--- src/chan_pkg.sv ---
// Shared constants for the channel protection, inrush and PWM block
package chan_pkg;
  // Bus geometry
  localparam int          DATA_W          = 32;
  localparam int          ADDR_W          = 8;
  localparam int          NUM_CH          = 8;
  localparam int          NUM_PAIR        = 4;
  localparam int          CNT_W           = 21;

  // Register byte offsets
  localparam logic [7:0]  OFS_SWITCH      = 8'h00;
  localparam logic [7:0]  OFS_PAIR        = 8'h04;
  localparam logic [7:0]  OFS_OCL         = 8'h08;
  localparam logic [7:0]  OFS_INRUSH      = 8'h0c;
  localparam logic [7:0]  OFS_ERR         = 8'h10;
  localparam logic [7:0]  OFS_TRIM        = 8'h14;
  localparam logic [7:0]  OFS_PWM0        = 8'h18;
  localparam logic [7:0]  OFS_PWM1        = 8'h1c;
  localparam logic [7:0]  OFS_MAP         = 8'h20;
  localparam logic [7:0]  OFS_STATUS      = 8'h24;

  // Field positions
  localparam int          PWM_DUTY_LSB    = 0;
  localparam int          PWM_SEL_LSB     = 8;
  localparam int          MAP1_LSB        = 8;
  localparam int          STAT_LATCH_LSB  = 8;
  localparam int          STAT_AUTO_LSB   = 16;

  // Reset values
  localparam logic [3:0]  TRIM_RESET      = 4'h8;
  localparam logic [7:0]  DUTY_RESET      = 8'h00;
  localparam logic [1:0]  SEL_RESET       = 2'h0;
  localparam logic [7:0]  AUTOCFG_MASK    = 8'hfc;

  // Divider select codes
  localparam logic [1:0]  SEL_DIV1024     = 2'h0;
  localparam logic [1:0]  SEL_DIV512      = 2'h1;
  localparam logic [1:0]  SEL_DIV256      = 2'h2;
  localparam logic [1:0]  SEL_FULL_ON     = 2'h3;

  // Timing
  localparam int          MCLK_HZ         = 40_000_000;
  localparam int          WINDOW_MS       = 40;
  localparam int          WINDOW_CYC      = MCLK_HZ / 1000 * WINDOW_MS;
  localparam int          RESTART_US      = 1000;
  localparam int          RESTART_CYC     = MCLK_HZ / 1_000_000 * RESTART_US;
  localparam int          BASE_FREQ_HZ    = 102_400;
  localparam int          BASE_DIV_NOM    = MCLK_HZ / BASE_FREQ_HZ;
  localparam int          TRIM_STEP_CYC   = 20;
endpackage : chan_pkg

--- src/channel_protect_inrush_pwm.sv ---
// Eight-channel switch control: protection, pairing, inrush, PWM
//
// Our own choices: the register offsets and strobed register access.
`timescale 1ns/1ps
// Behaviour
// RULE_01: Eight switched channels; channels 2 to 7 are auto-configurable.
// RULE_02: Inverse current never makes a channel change state by itself.
// RULE_03: Error flag may set when on and overtemperature during inverse.
// RULE_04: No protection acts on a channel carrying inverse current. Code still switches it off when its paired partner trips.
// RULE_05: Paired channels: first one tripping also switches off its partner.
// RULE_06: Pair bits: 0 pairs 0/2, 1 pairs 1/3, 2 pairs 4/6, 3 pairs 5/7.
// RULE_07: Pair bits couple shutdown only, never normal on/off switching.
// RULE_08: Host switches each channel of a pair with its own command.
// RULE_09: Overload on a channel latches it off.
// RULE_10: Without inrush mode, latch holds until host writes latch clear.
// RULE_11: With inrush enabled, a trip restarts after the restart time.
// RULE_12: Restart counter starts counting when the channel switches on.
// RULE_13: Every switch-off, from any source, clears the inrush enable bit. Code clears it only when cmd falls, not on a protection blank.
// RULE_14: With inrush enabled, errors still flag but do not latch off.
// RULE_15: Inrush enable clears itself 40 ms after being set.
// RULE_16: Inrush mode is chosen per channel, independently.
// RULE_17: Two independent PWM generators, each mappable to any channels.
// RULE_18: Both generators use one base tick, trimmed by a 4-bit field.
// RULE_19: New 8-bit duty takes effect only at period end.
// RULE_20: Divider select 1024/512/256, last code forces full on.
// RULE_21: Restart and window delays are counters with parameter limits.
module channel_protect_inrush_pwm #(
  parameter logic [chan_pkg::CNT_W-1:0] WINDOW_LIMIT  =
    chan_pkg::CNT_W'(chan_pkg::WINDOW_CYC),
  parameter logic [chan_pkg::CNT_W-1:0] RESTART_LIMIT =
    chan_pkg::CNT_W'(chan_pkg::RESTART_CYC)
) (
  // Clock and reset
  input  wire logic                          mclk,
  input  wire logic                          rst,
  // Register port
  input  wire logic [chan_pkg::ADDR_W-1:0]   regAddr,
  input  wire logic [chan_pkg::DATA_W-1:0]   regWdata,
  input  wire logic                          regWr,
  input  wire logic                          regRd,
  output logic      [chan_pkg::DATA_W-1:0]   regRdata,
  // Analog sense comparators, asynchronous
  input  wire logic [chan_pkg::NUM_CH-1:0]   overloadIn,
  input  wire logic [chan_pkg::NUM_CH-1:0]   overtempIn,
  input  wire logic [chan_pkg::NUM_CH-1:0]   inverseIn,
  // Gate drive
  output logic      [chan_pkg::NUM_CH-1:0]   gateOn
);
  import chan_pkg::*;

  // Partner index of a pairable channel
  function automatic int partnerOf(input int ch);
    partnerOf = ch ^ 2;
  endfunction : partnerOf

  // Pair control bit governing a channel
  function automatic int pairBitOf(input int ch);
    pairBitOf = ((ch >> 2) << 1) | (ch & 1);
  endfunction : pairBitOf

  // Two-stage synchronisers for the sense inputs
  logic [NUM_CH-1:0] ovlS1_r, ovlS2_r, otpS1_r, otpS2_r, invS1_r, invS2_r;

  always_ff @(posedge mclk or posedge rst) begin
    if (rst) begin
      ovlS1_r <= 8'h00;
      ovlS2_r <= 8'h00;
      otpS1_r <= 8'h00;
      otpS2_r <= 8'h00;
      invS1_r <= 8'h00;
      invS2_r <= 8'h00;
    end else begin
      ovlS1_r <= overloadIn;
      ovlS2_r <= ovlS1_r;
      otpS1_r <= overtempIn;
      otpS2_r <= otpS1_r;
      invS1_r <= inverseIn;
      invS2_r <= invS1_r;
    end
  end

  // Software-visible configuration
  logic [NUM_CH-1:0]   swOn_r,   swOn_nxt;
  logic [NUM_PAIR-1:0] pair_r,   pair_nxt;
  logic [3:0]          trim_r,   trim_nxt;
  logic [7:0]          duty0_r,  duty0_nxt, duty1_r, duty1_nxt;
  logic [1:0]          sel0_r,   sel0_nxt,  sel1_r,  sel1_nxt;
  logic [NUM_CH-1:0]   map0_r,   map0_nxt,  map1_r,  map1_nxt;
  logic [DATA_W-1:0]   rdata_r,  rdata_nxt;
  logic                wrSw, wrPair, wrOcl, wrInr, wrErr, wrTrim;
  logic                wrPwm0, wrPwm1, wrMap;

  // Protection state
  logic [NUM_CH-1:0] latch_r,  latch_nxt;
  logic [NUM_CH-1:0] blank_r,  blank_nxt;
  logic [NUM_CH-1:0] inrush_r, inrush_nxt;
  logic [NUM_CH-1:0] err_r,    err_nxt;
  logic [NUM_CH-1:0] on_r,     on_nxt;
  logic [NUM_CH-1:0] cmd_r,    cmd_nxt;
  logic [CNT_W-1:0]  winCnt_r [NUM_CH];
  logic [CNT_W-1:0]  winCnt_nxt [NUM_CH];
  logic [CNT_W-1:0]  rstCnt_r [NUM_CH];
  logic [CNT_W-1:0]  rstCnt_nxt [NUM_CH];

  // Base tick
  logic [9:0]        tickCnt_r, tickCnt_nxt;
  logic              tick_r,    tick_nxt;
  logic [9:0]        reload;
  logic              pwm0, pwm1;
  logic [NUM_CH-1:0] trip, cmd;

  // Address decode, write side
  always_comb begin
    wrSw   = regWr && (regAddr == OFS_SWITCH);
    wrPair = regWr && (regAddr == OFS_PAIR);
    wrOcl  = regWr && (regAddr == OFS_OCL);
    wrInr  = regWr && (regAddr == OFS_INRUSH);
    wrErr  = regWr && (regAddr == OFS_ERR);
    wrTrim = regWr && (regAddr == OFS_TRIM);
    wrPwm0 = regWr && (regAddr == OFS_PWM0);
    wrPwm1 = regWr && (regAddr == OFS_PWM1);
    wrMap  = regWr && (regAddr == OFS_MAP);
  end

  // Configuration registers and read data
  always_comb begin
    swOn_nxt  = wrSw   ? regWdata[NUM_CH-1:0]   : swOn_r;
    pair_nxt  = wrPair ? regWdata[NUM_PAIR-1:0] : pair_r; // see RULE_06
    trim_nxt  = wrTrim ? regWdata[3:0]          : trim_r; // see RULE_18
    duty0_nxt = wrPwm0 ? regWdata[PWM_DUTY_LSB +: 8] : duty0_r;
    sel0_nxt  = wrPwm0 ? regWdata[PWM_SEL_LSB +: 2]  : sel0_r;
    duty1_nxt = wrPwm1 ? regWdata[PWM_DUTY_LSB +: 8] : duty1_r;
    sel1_nxt  = wrPwm1 ? regWdata[PWM_SEL_LSB +: 2]  : sel1_r;
    map0_nxt  = wrMap  ? regWdata[NUM_CH-1:0]        : map0_r; // see RULE_17
    map1_nxt  = wrMap  ? regWdata[MAP1_LSB +: NUM_CH] : map1_r;
    rdata_nxt = '0;
    if (regRd) begin
      case (regAddr)
        OFS_SWITCH: rdata_nxt[NUM_CH-1:0]   = swOn_r;
        OFS_PAIR:   rdata_nxt[NUM_PAIR-1:0] = pair_r;
        OFS_INRUSH: rdata_nxt[NUM_CH-1:0]   = inrush_r;
        OFS_ERR:    rdata_nxt[NUM_CH-1:0]   = err_r;
        OFS_TRIM:   rdata_nxt[3:0]          = trim_r;
        OFS_PWM0:   rdata_nxt[9:0]          = {sel0_r, duty0_r};
        OFS_PWM1:   rdata_nxt[9:0]          = {sel1_r, duty1_r};
        OFS_MAP:    rdata_nxt[15:0]         = {map1_r, map0_r};
        OFS_STATUS: begin
          rdata_nxt[NUM_CH-1:0]                = on_r;
          rdata_nxt[STAT_LATCH_LSB +: NUM_CH]  = latch_r;
          rdata_nxt[STAT_AUTO_LSB +: NUM_CH]   = AUTOCFG_MASK; // see RULE_01
        end
        default:    rdata_nxt = '0;
      endcase
    end
  end

  always_ff @(posedge mclk or posedge rst) begin
    if (rst) begin
      swOn_r  <= 8'h00;
      pair_r  <= 4'h0;
      trim_r  <= TRIM_RESET;
      duty0_r <= DUTY_RESET;
      sel0_r  <= SEL_RESET;
      duty1_r <= DUTY_RESET;
      sel1_r  <= SEL_RESET;
      map0_r  <= 8'h00;
      map1_r  <= 8'h00;
      rdata_r <= '0;
    end else begin
      swOn_r  <= swOn_nxt;
      pair_r  <= pair_nxt;
      trim_r  <= trim_nxt;
      duty0_r <= duty0_nxt;
      sel0_r  <= sel0_nxt;
      duty1_r <= duty1_nxt;
      sel1_r  <= sel1_nxt;
      map0_r  <= map0_nxt;
      map1_r  <= map1_nxt;
      rdata_r <= rdata_nxt;
    end
  end

  // Base tick; reserved trim code 0 falls back to nominal
  always_comb begin
    int adj;
    adj = (trim_r == 4'h0) ? 0 : int'(trim_r) - int'(TRIM_RESET);
    reload = 10'(BASE_DIV_NOM - adj * TRIM_STEP_CYC - 1); // see RULE_18
    tick_nxt    = (tickCnt_r == 10'h000);
    tickCnt_nxt = (tickCnt_r == 10'h000) ? reload : tickCnt_r - 10'h001;
  end

  always_ff @(posedge mclk or posedge rst) begin
    if (rst) begin
      tickCnt_r <= 10'h000;
      tick_r    <= 1'b0;
    end else begin
      tickCnt_r <= tickCnt_nxt;
      tick_r    <= tick_nxt;
    end
  end

  // Two generators sharing one tick
  pwm_gen u_pwm0 (
    .mclk   (mclk),
    .rst    (rst),
    .tick   (tick_r),
    .duty   (duty0_r),
    .divSel (sel0_r),
    .pwmOut (pwm0)
  ); // see RULE_17

  pwm_gen u_pwm1 (
    .mclk   (mclk),
    .rst    (rst),
    .tick   (tick_r),
    .duty   (duty1_r),
    .divSel (sel1_r),
    .pwmOut (pwm1)
  );

  // Channel command and trip detection
  always_comb begin
    // Each channel has its own command; pairing never merges them
    cmd = swOn_r | (map0_r & {NUM_CH{pwm0}})
        | (map1_r & {NUM_CH{pwm1}}); // see RULE_07, RULE_08
    // Inverse current masks the channel's own overload and overtemperature trip, not a partner's
    trip = on_r & (ovlS2_r | otpS2_r) & ~invS2_r; // see RULE_04, RULE_09
  end

  // Per-channel protection, inrush and error state
  always_comb begin
    latch_nxt  = latch_r;
    blank_nxt  = blank_r;
    inrush_nxt = inrush_r;
    err_nxt    = err_r;
    cmd_nxt    = cmd;
    for (int i = 0; i < NUM_CH; i++) begin
      logic hit;
      hit = trip[i];
      if (i != 2 && i != 3 && i != 6 && i != 7) begin
        if (pair_r[pairBitOf(i)] && trip[partnerOf(i)])
          hit = 1'b1; // see RULE_05
      end else begin
        if (pair_r[pairBitOf(i)] && trip[partnerOf(i)])
          hit = 1'b1; // see RULE_05
      end
      winCnt_nxt[i] = winCnt_r[i];
      rstCnt_nxt[i] = rstCnt_r[i];
      // Errors flag even during inverse when the channel is hot and on
      if (wrErr && regWdata[i])
        err_nxt[i] = 1'b0;
      if (on_r[i] && (otpS2_r[i] || (ovlS2_r[i] && !invS2_r[i])))
        err_nxt[i] = 1'b1; // see RULE_03, RULE_14
      if (wrOcl && regWdata[i])
        latch_nxt[i] = 1'b0; // see RULE_10
      if (hit && !inrush_r[i])
        latch_nxt[i] = 1'b1; // see RULE_09
      // Inrush: trip only blanks, restart counter runs from switch-on
      if (hit && inrush_r[i])
        blank_nxt[i] = 1'b1; // see RULE_11, RULE_14
      if (cmd[i] && !cmd_r[i]) begin
        rstCnt_nxt[i] = '0; // see RULE_12
      end else if (cmd[i]) begin
        if (rstCnt_r[i] >= RESTART_LIMIT - 1'b1) begin
          rstCnt_nxt[i] = '0;
          blank_nxt[i]  = 1'b0; // see RULE_11, RULE_21
        end else begin
          rstCnt_nxt[i] = rstCnt_r[i] + 1'b1;
        end
      end
      // Window timer limits how long inrush stays armed
      if (inrush_r[i]) begin
        if (winCnt_r[i] >= WINDOW_LIMIT - 1'b1) begin
          inrush_nxt[i] = 1'b0; // see RULE_15, RULE_21
          winCnt_nxt[i] = '0;
        end else begin
          winCnt_nxt[i] = winCnt_r[i] + 1'b1;
        end
      end
      if (!cmd[i] && cmd_r[i]) begin
        inrush_nxt[i] = 1'b0; // see RULE_13
        blank_nxt[i]  = 1'b0;
      end
      if (!inrush_nxt[i])
        blank_nxt[i] = 1'b0;
      // Software arming is per channel and restarts the window
      if (wrInr) begin
        inrush_nxt[i] = regWdata[i]; // see RULE_16
        winCnt_nxt[i] = '0;
      end
    end
    // State only moves on command or protection, never on inverse alone
    on_nxt = cmd & ~latch_nxt & ~blank_nxt; // see RULE_02
  end

  always_ff @(posedge mclk or posedge rst) begin
    if (rst) begin
      latch_r  <= 8'h00;
      blank_r  <= 8'h00;
      inrush_r <= 8'h00;
      err_r    <= 8'h00;
      on_r     <= 8'h00;
      cmd_r    <= 8'h00;
      for (int i = 0; i < NUM_CH; i++) begin
        winCnt_r[i] <= '0;
        rstCnt_r[i] <= '0;
      end
    end else begin
      latch_r  <= latch_nxt;
      blank_r  <= blank_nxt;
      inrush_r <= inrush_nxt;
      err_r    <= err_nxt;
      on_r     <= on_nxt;
      cmd_r    <= cmd_nxt;
      for (int i = 0; i < NUM_CH; i++) begin
        winCnt_r[i] <= winCnt_nxt[i];
        rstCnt_r[i] <= rstCnt_nxt[i];
      end
    end
  end

  assign regRdata = rdata_r;
  assign gateOn   = on_r;
endmodule : channel_protect_inrush_pwm

--- src/pwm_gen.sv ---
// One PWM generator stepping on the shared base-frequency tick
`timescale 1ns/1ps
module pwm_gen (
  // Clock and reset
  input  wire logic       mclk,
  input  wire logic       rst,
  // Base tick and settings
  input  wire logic       tick,
  input  wire logic [7:0] duty,
  input  wire logic [1:0] divSel,
  // Output
  output logic            pwmOut
);
  import chan_pkg::*;

  logic [9:0] phase_r,  phase_nxt;
  logic [7:0] duty_r,   duty_nxt;
  logic [1:0] sel_r,    sel_nxt;
  logic       out_r,    out_nxt;
  logic [9:0] lastPh;
  logic [7:0] pos;

  // Period length and compare position per divider
  always_comb begin
    lastPh    = 10'h3ff;
    pos       = phase_r[9:2];
    case (sel_r)
      SEL_DIV1024: begin
        lastPh = 10'h3ff;
        pos    = phase_r[9:2];
      end
      SEL_DIV512: begin
        lastPh = 10'h1ff;
        pos    = phase_r[8:1];
      end
      SEL_DIV256: begin
        lastPh = 10'h0ff;
        pos    = phase_r[7:0];
      end
      default: begin
        lastPh = 10'h0ff;
        pos    = phase_r[7:0];
      end
    endcase
  end

  // Settings are only taken at period end, so a cycle is never cut short
  always_comb begin
    phase_nxt = phase_r;
    duty_nxt  = duty_r;
    sel_nxt   = sel_r;
    if (tick) begin
      if (phase_r >= lastPh) begin
        phase_nxt = 10'h000;
        duty_nxt  = duty;   // see RULE_19
        sel_nxt   = divSel; // see RULE_20
      end else begin
        phase_nxt = phase_r + 10'h001;
      end
    end
    out_nxt = (sel_r == SEL_FULL_ON) ? 1'b1 : (pos < duty_r); // see RULE_20
  end

  always_ff @(posedge mclk or posedge rst) begin
    if (rst) begin
      phase_r <= 10'h000;
      duty_r  <= DUTY_RESET;
      sel_r   <= SEL_RESET;
      out_r   <= 1'b0;
    end else begin
      phase_r <= phase_nxt;
      duty_r  <= duty_nxt;
      sel_r   <= sel_nxt;
      out_r   <= out_nxt;
    end
  end

  assign pwmOut = out_r;
endmodule : pwm_gen
--- config.mk ---
export PLATFORM = sky130hd
export DESIGN_NAME = channel_protect_inrush_pwm
export DESIGN_NICKNAME = d
export VERILOG_FILES = /design/src/chan_pkg.sv /design/src/channel_protect_inrush_pwm.sv /design/src/pwm_gen.sv
export SDC_FILE = /design/constraint.sdc
export NUM_CORES = 1
export LEC_CHECK = 0
export ABC_AREA = 1
export ABC_CLOCK_PERIOD_IN_PS = 24900
export BUFFER_PORTS_ARGS = -buffer_cell sky130_fd_sc_hd__buf_4
export CAP_MARGIN = 20
export CORE_UTILIZATION = 55
export DETAILED_ROUTE_END_ITERATION = 12
export PLACE_DENSITY = 0.71
export SETUP_SLACK_MARGIN = 0.05
export SLEW_MARGIN = 25
export SYNTH_ARGS = -nofsm -noshare
export SYNTH_HDL_FRONTEND = slang
export SYNTH_HIERARCHICAL = 1
export SYNTH_SLANG_ARGS = --single-unit
--- constraint.sdc ---
create_clock -name mclk -period 24.9 [get_ports mclk]
set_input_delay 4.98 -clock mclk [delete_from_list [all_inputs] [get_ports mclk]]
set_output_delay 4.98 -clock mclk [all_outputs]
set_load 0.01 [all_outputs]
# Word level (Yosys, flattened, before mapping)
# Cells that the tools add are included.
# W data, S select, Z words.
op_classes:
  addsub: 22
  multipliers: 1
  order_cmp: 20
  n_eq_ne: 13
  muxes: 184
  bitwise: 12
  n_reduce_logical: 152
ops:
  columns: ["op", "count"]
  rows:
  - ["$mux W21", 48]
  - ["$add A21 B1 Y21 const B", 16]
  - ["$ge A21 B16 Y1 const B", 8]
  - ["$ge A21 B21 Y1 const B", 8]
  - ["$mux W1", 122]
  - ["$logic_and A1 B1 Y1", 81]
  - ["$and A8 B8 Y8", 6]
  - ["$reduce_bool A2 Y1", 24]
  - ["$pmux W10 S2", 2]
  - ["$pmux W4 S9", 1]
  - ["$eq A8 B5 Y1 const B", 4]
  - ["$logic_not A1 Y1", 32]
  - ["$mul A32 B4 Y8 const B", 1]
  - ["$mux W32", 1]
  - ["$pmux W8 S2", 2]
  - ["$mux W10", 3]
  - ["$pmux W4 S7", 1]
  - ["$mux W24", 1]
  - ["$not A8 Y8", 3]
  - ["$or A8 B8 Y8", 3]
  - ["$add A10 B1 Y10 const B", 2]
  - ["$ge A10 B10 Y1", 2]
  - ["$eq A8 B4 Y1 const B", 2]
  - ["$eq A8 B6 Y1 const B", 2]
  - ["other kinds (17)", 29]
totals:
  reg_bits: 569
  input_bits: 68
  output_inout_bits: 40
  word_cells: 459

# Longest topological paths before layout
depth:
  word_depth: 14
  ltp_mapped: 13
  ltp_nobuf: 12

# Modules after synthesis
# Netlist, hierarchy kept.
modules_own_cells:
  columns: ["module", "instances", "cells_each", "area_each_um2", "seq_area_each_um2"]
  rows:
  - ["channel_protect_inrush_pwm", 1, 3745, 27981.8, 12813.5]
  - ["pwm_gen", 2, 173, 1343.8, 525.5]

# Least setup slack after synthesis
# No wires, ideal clock.
synth_timing:
  kind: "input to register"
  startpoint: "input regAddr[7] in the netlist's numbering"
  endpoint: "register winCnt_r[44] in the netlist's numbering"
  t_arrival_ns: 6.008
  t_required_ns: 24.783
  slack_ns: 18.775
  stages: 10
  path_buffers: 2
  path_cell_list: "nor2_2 nand2_2 nor2_4 nand2_4 nor2_8 buf_6 nor2_2 buf_2 nand2_1 nand2_1"
synth_via:
  elab_chain_len: 3
  elab_cells_between_ends: 4
synth_rtl:
  columns: ["item", "line_no", "text"]
  rows:
  - ["start: declaration", "channel_protect_inrush_pwm.sv:37", "input wire logic [chan_pkg::ADDR_W-1:0] regAddr,"]
  - ["$eq A8 B4 Y1 *", "channel_protect_inrush_pwm.sv:117", "wrInr = regWr && (regAddr == OFS_INRUSH);"]
  - ["$logic_and A1 B1 Y1 *", "channel_protect_inrush_pwm.sv:117", null]
  - ["$mux W21 / $reduce_bool A2 Y1 (equally long branches)", null, null]
  - ["end signal: indexed assignment", "channel_protect_inrush_pwm.sv:316", "winCnt_r[i] <= winCnt_nxt[i];"]
  - ["end: declaration", "channel_protect_inrush_pwm.sv:100", "logic [CNT_W-1:0] winCnt_r [NUM_CH];"]
# Every way passes the cells marked *; elsewhere a longest branch is shown, timed or not.
# A chain may end at the register's enable or synchronous reset.

==> results.json <==
{
  "die_y_um": 238,
  "crit_fanout": 165,
  "ys_types": 57,
  "start_util_pct": 55.7,
  "cts.reportedPaths.clkPinSlew_ps": 60,
  "area_growth_syn_to_layout_pct": 10.6,
  "power_density_nw_per_um2": 67.7,
  "place_congestion": 0.923,
  "cp.arrival_ps": 7350,
  "wirelength_um": 70600,
  "cts_buffers": 59,
  "fp-row-count": 86,
  "holdWs_ps": 343,
  "final.setup_skew_ps": 36.5,
  "cp_cell_sequence": "buf_4, inv_8, buf_12, buf_16, buf_12",
  "crit_family": "buffers and inverters",
  "crit_required_ps": 25550,
  "syn_inst": 4091,
  "setup-violations-final": 0,
  "cts_sinks": 554,
  "setup_tns_ps": 0,
  "hold_path.class": "register to register",
  "vias": 25644,
  "drive_above_1_share_pct": 7.26,
  "io_pins": 108,
  "root_buffer": "clkbuf_16",
  "seq_area_frac_synth_pct": 45.2,
  "fmax_ghz": 0.149,
  "maxCapViolCount": 0,
  "cp-start-kind": "input pin",
  "rsz0062_at_grt": "no",
  "tightest_slew_ps": 905,
  "critPathSlowestCell": "buf_12",
  "layout.nets": 4259,
  "slew_viol_final": 0,
  "fin_crit_ps": 6700,
  "crit_buf_inv": 5,
  "fin_crit_sh_pct": 26.9,
  "cts_buffer_depth": 3,
  "antenna_found_initial": 0,
  "post-route-util_pct": 61.6,
  "synth-seq-cells": 554,
  "viasPerCell": 5.18,
  "cts_setup_buffers": 0,
  "hold_violations": 0,
  "wl_per_cell_um": 14.3,
  "cts_hold_buf": 0,
  "criticalPathCategory": "input pin to asynchronous set/reset pin",
  "grt_max_degree": 166,
  "clk_latency_ps": 650,
  "gr-usage-all-layers_pct": 25.4,
  "max_stage_delay_ps": 660,
  "fin_area_um2": 33900,
  "outcome": "finished, final reports clean",
  "ir_worst_vdd_uv": 60.7,
  "ys_warn_count": 6,
  "die_area_um2": 56700,
  "cp_common_cell": "buf_12",
  "die_w_um": 238,
  "place_area_um2": 31700,
  "grt_overflow_total": 0,
  "portBuffers": 81,
  "grt_pass1_vias": 23711,
  "slew_headroom_pct": 39.6,
  "htree_levels": 2,
  "cts_resized": 0,
  "p_leak_nw": 17.0,
  "hpwlAfterDp_um": 49000,
  "core-area_um2": 55100,
  "grt_pass1_wl_um": 118000,
  "p_total_mw": 2.30,
  "drcViolationCount": 0,
  "setup.worst_path.end_class": "asynchronous set/reset pin",
  "antenna_left": 0,
  "syn_avg_cell_area_um2": 7.50,
  "drt_iter0_drc": 1739,
  "syn_area_um2": 30700,
  "first_pass_iters": 5,
  "cts_tree": "done"
}
-- layer usage --
layer  vias to the layer above  track usage (%)  routed length, µm
met1                     11964             36.6              33700
met2                       520             40.2              31900
met3                       108             3.53               3330
met5                         -                0                  0
li1                      13052                -                  -
met4                         0             7.09               1630
-- where the power goes --
part           internal, mW  total [mW]  switching, mW
Clock                 0.571       0.957          0.386
Sequential            0.960        1.04         0.0771
Combinational        0.0957       0.302          0.207
Total                  1.63        2.30          0.670
-- per-stage QoR --
step,setup slack (ps),cells
2_1_floorplan,5620,4100
3_3_place_gp,17500,4835
3_5_place_dp,17480,4835
4_1_cts,18190,4947
5_1_grt,17770,4948
6_report,18200,4949
-- final cells by class --
cell class              count  area [µm²]
repair buffers             99         788
diodes                      1        2.50
clock buffers              73        1620
well taps                 748         936
inverters                 522        1970
flip-flops and latches    554       13900
fillers                  5002       21200
multi-input cells        2913       14200
clock inverters            39         552
-- flip-flops by register name, summed over array words and instances, names as in the netlist, 10 cells and up --
register        count
u_pwm0/phase_r     10
u_pwm1/phase_r     10
regRdata           17
rstCnt_r          168
tickCnt_r          10
winCnt_r          168
-- cell families after synthesis --
group | after synthesis | synth area share, %
xor+xnor | 199 | 5.68
buf+inv | 633 | 8.64
simple gates | 2307 | 32.2
fa+ha+maj | 42 | 1.74
other cells | 1 | 0.0122
mux | 6 | 0.220
compound gates | 349 | 6.32
flops | 554 | 45.2
-- synthesized netlist by cell type (all sizes together) --
| cell | number | area share [%] |
|---|---|---|
| a31oi | 3 | 0.061 |
| o32ai | 1 | 0.029 |
| clkinv | 2 | 0.024 |
| a21oi | 51 | 0.83 |
| clkbuf | 30 | 0.43 |
| nor2b | 1 | 0.020 |
| o21bai | 2 | 0.049 |
| conb | 1 | 0.012 |
| dfstp | 1 | 0.086 |
| o211ai | 3 | 0.073 |
| nand4 | 78 | 1.6 |
| a21boi | 1 | 0.024 |
| a21o | 19 | 0.47 |
| o31ai | 3 | 0.073 |
| nor3b | 2 | 0.082 |
| or2 | 9 | 0.18 |
| xnor2 | 46 | 1.3 |
| o22ai | 45 | 0.92 |
| nand3 | 358 | 6.1 |
| a32o | 6 | 0.20 |
| nor3 | 93 | 1.8 |
| a41oi | 3 | 0.086 |
| buf | 81 | 1.8 |
| nor2 | 464 | 6.1 |
| and3 | 1 | 0.020 |
| ha | 41 | 1.7 |
| o21ai | 206 | 3.4 |
| xor2 | 153 | 4.4 |
| fa | 1 | 0.065 |
| and2 | 3 | 0.061 |
| nor4 | 5 | 0.10 |
| inv | 520 | 6.4 |
| nand3b | 10 | 0.26 |
| nand2 | 1283 | 16 |
| a221oi | 2 | 0.057 |
| mux2 | 6 | 0.22 |
| a211oi | 4 | 0.098 |
| dfrtp | 553 | 45 |
-- cells in the final DEF, fill, tap and decap left out, types with 21 or more instances in the layout --
cell,count
a21oi_1,51
o21ai_0,167
nor3_1,80
xnor2_1,46
dfrtp_1,553
clkbuf_16,59
nor2_2,21
buf_4,96
xor2_1,153
nand4_1,78
nand2_1,1268
o21ai_1,39
ha_1,41
nor2_1,435
inv_1,508
o22ai_1,45
nand3_1,345
-- path summary, 6_finish.rpt --
kind                            start       endpoint  slack [ps]  cells after the start
max in group mclk          regAddr[7]     duty1_r[0]       18250                      9
setup reg to reg            trim_r[2]   tickCnt_r[8]       22390                     10
min in group asynchronous         rst   winCnt_r[57]        4530                      2
setup / recovery                  rst  rstCnt_r[105]       18200                      5
hold reg to reg            otpS1_r[5]     otpS2_r[5]         340                      0
hold / removal             otpS1_r[5]     otpS2_r[5]         340                      0
(Power assumes the default switching activity.)
